==> src/include/supply_monitor_map.vh <==
// Purpose: offsets, field positions, reset values and timing counts for
//          the supply monitor block
// Assumes: 100 MHz system clock, 8-bit register port
// Notes:   offsets are local to this block
`ifndef SUPPLY_MONITOR_MAP_VH
`define SUPPLY_MONITOR_MAP_VH

// ===========================================================
// register offsets
`define SM_ADDR_W 2
`define SM_OFF_CONTROL 2'h0
`define SM_OFF_IRQ_STATUS 2'h1
`define SM_OFF_IRQ_MASK 2'h2

// ===========================================================
// control register fields
`define SM_CTRL_RESET 8'h00
`define SM_CTRL_WMASK 8'h17
`define SM_BIT_FLAG 5
`define SM_BIT_ENABLE 4
`define SM_SEL_HI 2
`define SM_SEL_LO 0

// ===========================================================
// interrupt status / mask fields
`define SM_BIT_IRQ_REQ 0
`define SM_BIT_IRQ_WAKE 1
`define SM_IRQ_W 2
`define SM_IRQ_RESET 2'h0

// ===========================================================
// timing: irq_assert_delay in ns and its cycle count at 10 ns
`define SM_CLK_PERIOD_NS 10
`define SM_IRQ_DELAY_NS 1000
`define SM_IRQ_DELAY_CYC (`SM_IRQ_DELAY_NS / `SM_CLK_PERIOD_NS)
`define SM_CNT_W 8

`endif

==> src/rtl/level_sync.v <==
// Purpose: two-flop synchroniser for the comparator output
// Assumes: one system clock
// Notes:   first flop feeds only the second
`timescale 1ns/10ps
module level_sync (
   sys_clk,
   rst,
   async_in,
   sync_out
);
   input wire sys_clk;
   input wire rst;
   input wire async_in;
   output wire sync_out;

   reg meta_ff;
   reg stable_ff;

   // ===========================================================
   // synchroniser stages
   always @(posedge sys_clk or posedge rst) begin
      if (rst) begin
         meta_ff <= 1'b0;
         stable_ff <= 1'b0;
      end else begin
         meta_ff <= async_in;
         stable_ff <= meta_ff;
      end
   end

   assign sync_out = stable_ff;
endmodule

==> src/rtl/irq_delay.v <==
// Purpose: holds off the interrupt request until low supply has lasted
//          the assert delay
// Assumes: level input already synchronous
// Notes:   a drop of the level restarts the wait
`timescale 1ns/10ps
`include "supply_monitor_map.vh"
module irq_delay (
   sys_clk,
   rst,
   low_level,
   fire
);
   input wire sys_clk;
   input wire rst;
   input wire low_level;
   output wire fire;

   reg [`SM_CNT_W-1:0] cnt_ff;
   reg done_ff;
   wire [`SM_CNT_W-1:0] last_cnt;
   // the cycle count is a plain integer; cut it to the counter on purpose
   localparam [31:0] LAST_FULL = `SM_IRQ_DELAY_CYC - 1;

   assign last_cnt = LAST_FULL[`SM_CNT_W-1:0];

   // ===========================================================
   // delay counter
   // restarting on every drop tolerates a chattering level
   always @(posedge sys_clk or posedge rst) begin
      if (rst) begin
         cnt_ff <= {`SM_CNT_W{1'b0}};
         done_ff <= 1'b0;
      end else if (!low_level) begin
         cnt_ff <= {`SM_CNT_W{1'b0}};
         done_ff <= 1'b0;
      end else if (!done_ff) begin
         if (cnt_ff == last_cnt)
            done_ff <= 1'b1;
         else
            cnt_ff <= cnt_ff + 8'h01;
      end
   end

   // one pulse per completed low period
   assign fire = low_level && !done_ff && (cnt_ff == last_cnt);
endmodule

==> src/rtl/supply_monitor.v <==
// Purpose: control register, detect flag, delayed interrupt request and
//          wake-up for the supply low-voltage monitor
// Assumes: comparator output is asynchronous; register port is 8 bits
// Notes:   analog comparator and reference sit outside this block
`timescale 1ns/10ps
`include "supply_monitor_map.vh"

module supply_monitor (
   sys_clk,
   rst,
   reg_addr,
   reg_wdata,
   reg_wr,
   reg_rd,
   reg_rdata,
   comparator_low,
   power_down,
   detector_on,
   threshold_select,
   wake_up,
   irq
);
   input wire sys_clk;
   input wire rst;
   input wire [`SM_ADDR_W-1:0] reg_addr;
   input wire [7:0] reg_wdata;
   input wire reg_wr;
   input wire reg_rd;
   output reg [7:0] reg_rdata;
   input wire comparator_low;
   input wire power_down;
   output wire detector_on;
   output wire [2:0] threshold_select;
   output wire wake_up;
   output wire irq;

   reg monitor_enable_ff;
   reg [2:0] threshold_ff;
   reg [`SM_IRQ_W-1:0] status_ff;
   reg [`SM_IRQ_W-1:0] mask_ff;
   reg wake_ff;
   reg [7:0] nxt_rdata;
   reg [`SM_IRQ_W-1:0] nxt_status;
   wire low_sync;
   wire low_supply_flag;
   wire delay_fire;
   wire req_rise;

   // ===========================================================
   // write decode
   function is_wr;
      input wr;
      input [`SM_ADDR_W-1:0] addr;
      input [`SM_ADDR_W-1:0] off;
      begin
         is_wr = wr && (addr == off);
      end
   endfunction

   // ===========================================================
   // comparator input
   level_sync u_sync (
      .sys_clk(sys_clk),
      .rst(rst),
      .async_in(comparator_low),
      .sync_out(low_sync)
   );

   // flag is meaningless while the detector is off, so force it low
   assign low_supply_flag = monitor_enable_ff && low_sync;

   irq_delay u_delay (
      .sys_clk(sys_clk),
      .rst(rst),
      .low_level(low_supply_flag),
      .fire(delay_fire)
   );

   // ===========================================================
   // control register
   always @(posedge sys_clk or posedge rst) begin
      if (rst) begin
         monitor_enable_ff <= 1'b0;
         threshold_ff <= 3'h0;
      end else if (is_wr(reg_wr, reg_addr, `SM_OFF_CONTROL)) begin
         monitor_enable_ff <= reg_wdata[`SM_BIT_ENABLE];
         threshold_ff <= reg_wdata[`SM_SEL_HI:`SM_SEL_LO];
      end
   end

   // power_down is deliberately not used here: enable alone rules
   assign detector_on = monitor_enable_ff;
   assign threshold_select = threshold_ff;

   // ===========================================================
   // interrupt status: set wins over write-one-to-clear
   assign req_rise = delay_fire && !status_ff[`SM_BIT_IRQ_REQ];

   always @* begin
      nxt_status = status_ff;
      if (is_wr(reg_wr, reg_addr, `SM_OFF_IRQ_STATUS))
         nxt_status = status_ff & ~reg_wdata[`SM_IRQ_W-1:0];
      if (delay_fire)
         nxt_status[`SM_BIT_IRQ_REQ] = 1'b1;
      if (req_rise && power_down)
         nxt_status[`SM_BIT_IRQ_WAKE] = 1'b1;
   end

   always @(posedge sys_clk or posedge rst) begin
      if (rst) begin
         status_ff <= `SM_IRQ_RESET;
         mask_ff <= `SM_IRQ_RESET;
         wake_ff <= 1'b0;
      end else begin
         status_ff <= nxt_status;
         if (is_wr(reg_wr, reg_addr, `SM_OFF_IRQ_MASK))
            mask_ff <= reg_wdata[`SM_IRQ_W-1:0];
         // mask does not gate the wake-up
         wake_ff <= req_rise && power_down;
      end
   end

   assign wake_up = wake_ff;
   assign irq = |(status_ff & mask_ff);

   // ===========================================================
   // read path
   always @* begin
      nxt_rdata = 8'h00;
      case (reg_addr)
         `SM_OFF_CONTROL: begin
            // bits 7, 6, 3 stay zero
            nxt_rdata[`SM_BIT_FLAG] = low_supply_flag;
            nxt_rdata[`SM_BIT_ENABLE] = monitor_enable_ff;
            nxt_rdata[`SM_SEL_HI:`SM_SEL_LO] = threshold_ff;
         end
         `SM_OFF_IRQ_STATUS: nxt_rdata[`SM_IRQ_W-1:0] = status_ff;
         `SM_OFF_IRQ_MASK: nxt_rdata[`SM_IRQ_W-1:0] = mask_ff;
         default: nxt_rdata = 8'h00;
      endcase
   end

   always @(posedge sys_clk or posedge rst) begin
      if (rst)
         reg_rdata <= 8'h00;
      else if (reg_rd)
         reg_rdata <= nxt_rdata;
      else
         reg_rdata <= 8'h00;
   end
endmodule

==> config.mk <==
export PLATFORM = sky130hd
export DESIGN_NAME = supply_monitor
export DESIGN_NICKNAME = d
export VERILOG_FILES = /design/src/rtl/level_sync.v /design/src/rtl/irq_delay.v /design/src/rtl/supply_monitor.v
export VERILOG_INCLUDE_DIRS = /design/src /design/src/include
export SDC_FILE = /design/constraint.sdc
export NUM_CORES = 1
export LEC_CHECK = 0
export BUFFER_PORTS_ARGS = -buffer_cell sky130_fd_sc_hd__buf_4
export CAP_MARGIN = 10
export CORE_MARGIN = 2
export CORE_UTILIZATION = 50
export DETAILED_ROUTE_END_ITERATION = 8
export MAX_ROUTING_LAYER = met4
export PLACE_DENSITY = 0.76
export SLEW_MARGIN = 40
export SYNTH_ARGS = -nofsm -noshare
export SYNTH_HDL_FRONTEND = slang
export SYNTH_SLANG_ARGS = --single-unit
==> constraint.sdc <==
create_clock -name sys_clk -period 1.8 [get_ports sys_clk]
set_clock_uncertainty 0.05 [all_clocks]
set_input_delay 0.27 -clock sys_clk [delete_from_list [all_inputs] [get_ports sys_clk]]
set_output_delay 0.27 -clock sys_clk [all_outputs]
set_load 0.02 [all_outputs]
# Word-level counts from Yosys, hierarchy flattened

Cells that the tools add are included.

Bits in registers: 28
Input bits: 16
Output and inout bits: 14
Word-level logic and storage cells: 48

$add $sub $neg: 1
Equal/unequal tests: 5
Muxes and demuxes: 13
Bitwise gates (word level): 3
Reductions and logical operators: 15

Operators with widths:

| kind                  | count |
|---|---|
| $mux W8               | 3 |
| $add A8 B1 Y8 const B | 1 |
| $eq A8 B7 Y1 const B  | 1 |
| $logic_and A1 B1 Y1   | 8 |
| $mux W1               | 6 |
| $mux W6               | 1 |
| $pmux W2 S3           | 1 |
| $and A2 B2 Y2         | 2 |
| $mux W2               | 2 |
| $ne A2 B2 Y1 const B  | 2 |
| $reduce_bool A2 Y1    | 2 |
| $eq A2 B1 Y1 const B  | 1 |
| $eq A2 B2 Y1 const B  | 1 |
| $logic_not A1 Y1      | 2 |
| $logic_not A2 Y1      | 1 |
| $not A2 Y2            | 1 |
| $reduce_and A2 Y1     | 1 |
| $reduce_or A2 Y1      | 1 |

# Longest topological paths before layout

Word-level depth: 6
Depth in mapped cells: 4
Mapped depth without buffers: 4

# Cells and area by module

A second synthesis with hierarchy kept.

Cells, all modules: 104
Area, all modules: 1166.1 µm²

By module, submodules not included:

| module         | instances | cells each | area each (µm²) |
|---|---|---|---|
| supply_monitor | 1         | 52         | 636.9 |
| irq_delay      | 1         | 49         | 475.5 |
| level_sync     | 1         | 3          | 53.8 |

# Worst setup path after synthesis

OpenSTA, ideal clock, no wires.

Kind: register -> register
Start point: register u_delay.cnt_ff[0]
End point: register u_delay.cnt_ff[0]
Library setup time: 0.079 ns
Arrival: 1.269 ns
Required time: 1.671 ns
Setup slack: 0.401 ns
Stages on the path, launching flop included: 5
Path buffers: 0
Period minus slack after synthesis: 1.399 ns
Path through: dfrtp_1 -> ha_1 -> nor4b_1 -> a31oi_1 -> mux2i_1

Longest elaborated chain between the ends: 4
Elaborated cells between the ends (all ways): 7

RTL lines:

| what                   | RTL line       | source |
|---|---|---|
| from (decl)            | irq_delay.v:18 | `` reg [`SM_CNT_W-1:0] cnt_ff; `` |
| from (signal assigned) | irq_delay.v:31 | `` cnt_ff <= {`SM_CNT_W{1'b0}}; `` |
| from (signal assigned) | irq_delay.v:34 | `` cnt_ff <= {`SM_CNT_W{1'b0}}; `` |
| from (signal assigned) | irq_delay.v:40 | `cnt_ff <= cnt_ff + 8'h01;` |
| $add A8 B1 Y8          | irq_delay.v:40 |  |
| $mux W8                | irq_delay.v:37 | `if (cnt_ff == last_cnt)` |
| $mux W8                | irq_delay.v:36 | `end else if (!done_ff) begin` |
| $mux W8                | irq_delay.v:33 | `end else if (!low_level) begin` |

Parallel ways exist; a longest one is shown, timed or not. The select of a mux whose other input is x is not followed.
A chain may end at the register's enable or synchronous reset.

# Final worst setup path

Same ends and word-level chain as after synthesis.

==> summary.md <==
| Metric | Value |
|---|---|
| First-pass DRT Iterations | 4 |
| # diodes | 0 |
| Num rows | 17 |
| Setup crit start kind | flip-flop |
| Detailed router's first-iteration violation count | 15 |
| Worst path required time | around 2.0 ns |
| Syn-to-layout area delta | 21.2% |
| Yosys reg bits | 25 |
| Global-route wire length before repair | around 3700 um |
| Area of the mapped netlist | roughly 0.0011 sq mm |
| Crit end category | flip-flop |
| Pins Over Slew Limit | 0 |
| PortBufs | 22 |
| Post-CTS Resized | 0 |
| Hold Crit Class | input port to flip-flop |
| Worst IR Drop VDD | ~0.58 mV |
| Fin util | 63.3% |
| DRT antenna net count | 0 |
| Pin count of the biggest net entering global routing | 26 |
| Fraction of layout cells with a size suffix above 1 | between 20 and 30% |
| Post-route minimum period | between 1.5 and 2 ns |
| Most common cell after layout, fill and taps aside | dfrtp_1 |
| Post-DR wirelength/cell | 13.2 um |
| Top_reg_cell synth | dfrtp_1 |
| Number of buffers created by CTS | 3 |
| Number of nets in the layout | between 100 and 150 |
| Worst path max stage delay | 0.43 ns |
| Synth warnings | 0 |
| Initial Util | between 50% and 60% |
| H-tree lvl count | 1 |
| Async S/R FF share, synth | 100% |
| Final worst slack | approximately 0.22 ns |
| Most frequent cells in the layout | dfrtp_1 (25), buf_4 (23), nand2_1 (11) |
| Placed inst area | between 0.001 and 0.0015 sq mm |
| Period utilization | 87.7% |
| # IOs | 30 |
| CP top delay family | flip-flops |
| Gpl congestion | 0.782 |
| Worst slack, placed | between 0.2 and 0.25 ns |
| Via count | ~840 |
| Dpl cells | between 150 and 200 |
| Post-synthesis sequential area ratio | between 50% and 60% |
| Crit-path cells | ha_1 > nor4b_1 > a31oi_1 > mux2i_1 |
| Detail Placement HPWL | around 1600 um |
| Setup repair bufs after CTS | 0 |
| CP max-delay cell | dfrtp_1 |
| Crit path kind | flip-flop to flip-flop |
| Worst-path clk slew | 0.14 ns |
| Max Cap Violations | 0 |
| Die ar. | 0.00266 sq mm |
| RSZ-0062 raised after global routing | no |
| EDFF count, synth | 0 |
| Worst-Skew Late Latency | around 0.32 ns |
| Pwr dens | just under 800 mW/mm^2 |
| Die Wd | roughly 52 um |
| Mean Syn Cell Area | roughly 11 sq um |
| Lkg Pwr | 0.675 nW |
| Cell area after layout | between 0.001 and 0.0015 sq mm |
| Outcome | complete, no violations |
| Post-Layout Cell Count | 158 |
| CP bufs+invs | 0 |
| Vias in the first global route | around 810 |
| Initial antenna violation count | 0 |
| All-layer global routing usage | 19.6% |
| Crit Path Max Fanout | 4 |
| Worst hold margin | ~0.12 ns |
| Power Total | ~1.1 mW |
| Cells after synthesis | 102 |
| Root Buffer | clkbuf_4 |
| DRC Markers | 0 |
| WP data arrival | 1.74 ns |
| Post-Route WL | between 2000 and 2500 um |
| Die Y | 51.6 um |
| Core ar. | 0.00217 sq mm |
| GR Overflow Total | 0 |
| Final Setup Violations | 0 |
| Clock Path Buffers | 2 |
| Post-CTS Hold Buffers | 2 |
| TritonCTS clock tree | built |
| Fmax | around 0.63 GHz |
| Synth unique cells | 37 |
| Via/cell ratio | around 5.3 |
| Clock sink total | 25 |
| Sum Neg Setup Slack | 0 ns |
| Final hold viol count | 0 |
## metal layers
layer	GRT usage, %	routed length [um]
met5	-	0
met4	11.4	46
met3	3.45	67
met2	30.3	1020
met1	24.4	957
## state kept, by name, summed over array words and instances (netlist names)
signal and cells:
mask_ff 2, detector_on 1, u_delay.done_ff 1, wake_up 1
reg_rdata 5, status_ff 2, u_delay.cnt_ff 8, u_sync.meta_ff 1
threshold_select 3, u_sync.sync_out 1
## synthesized netlist by cell type, types with 2 or more instances
cell | count | area share, %
and2_1 | 3 | 1.7
a21oi_1 | 4 | 1.8
mux2_2 | 6 | 6.0
nand2b_1 | 3 | 1.7
o21ai_0 | 5 | 2.2
nor2_1 | 5 | 1.7
inv_1 | 4 | 1.3
and3_1 | 3 | 1.7
dfrtp_1 | 25 | 55
nand2_1 | 11 | 3.6
mux2i_1 | 4 | 3.5
buf_4 | 3 | 2.0
xor2_1 | 2 | 1.5
## layout make-up
class | instances | area, sq um
inverter | 4 | 15.0
tap | 28 | 35.0
multi-input combinational | 72 | 477
clock inverter | 1 | 5.00
clock buffer | 3 | 22.5
timing repair buffer | 25 | 193
sequential | 25 | 626
fill | 177 | 797
## worst reg2reg max path, cell delays in order, from the launching register on
cell     delay, ns
dfrtp_1       0.43
ha_1          0.23
nor4b_1       0.35
a31oi_1       0.24
mux2i_1       0.16
## path summary, 6_finish.rpt
kind                                               start                            end  slack [ns]  cells after the start
setup / recovery           u_delay.cnt_ff[0]$_DFFE_PP0P_  u_delay.cnt_ff[0]$_DFFE_PP0P_        0.22                      4
hold / removal                              reg_wdata[4]        detector_on$_DFFE_PP0P_        0.12                      2
setup reg to reg           u_delay.cnt_ff[0]$_DFFE_PP0P_  u_delay.cnt_ff[0]$_DFFE_PP0P_        0.22                      4
hold reg to reg                 u_sync.meta_ff$_DFF_PP0_      u_sync.sync_out$_DFF_PP0_        0.32                      0
max in group asynchronous                            rst       status_ff[1]$_DFFE_PP0P_        0.97                      4
min in group asynchronous                            rst      u_delay.done_ff$_DFF_PP0_        0.49                      4
## power by group
part	leakage, nW	internal [mW]	switching (mW)
combinational	0.328	0.0924	0.0983
clock	0.0177	0.0833	0.166
sequential	0.329	0.602	0.0332
## cells by family (layout without fill, tap and decap cells)
group,Yosys count,after routing,share of synthesized area [%]
simple gates,41,41,20.8
mux,10,10,9.50
xor+xnor,2,2,1.55
compound gates,15,15,8.18
fa+ha+maj,1,1,1.10
other cells,1,3,0.331
buf+inv,7,33,3.31
flops,25,25,55.2
No activity file was read; power rests on OpenSTA's default activity.
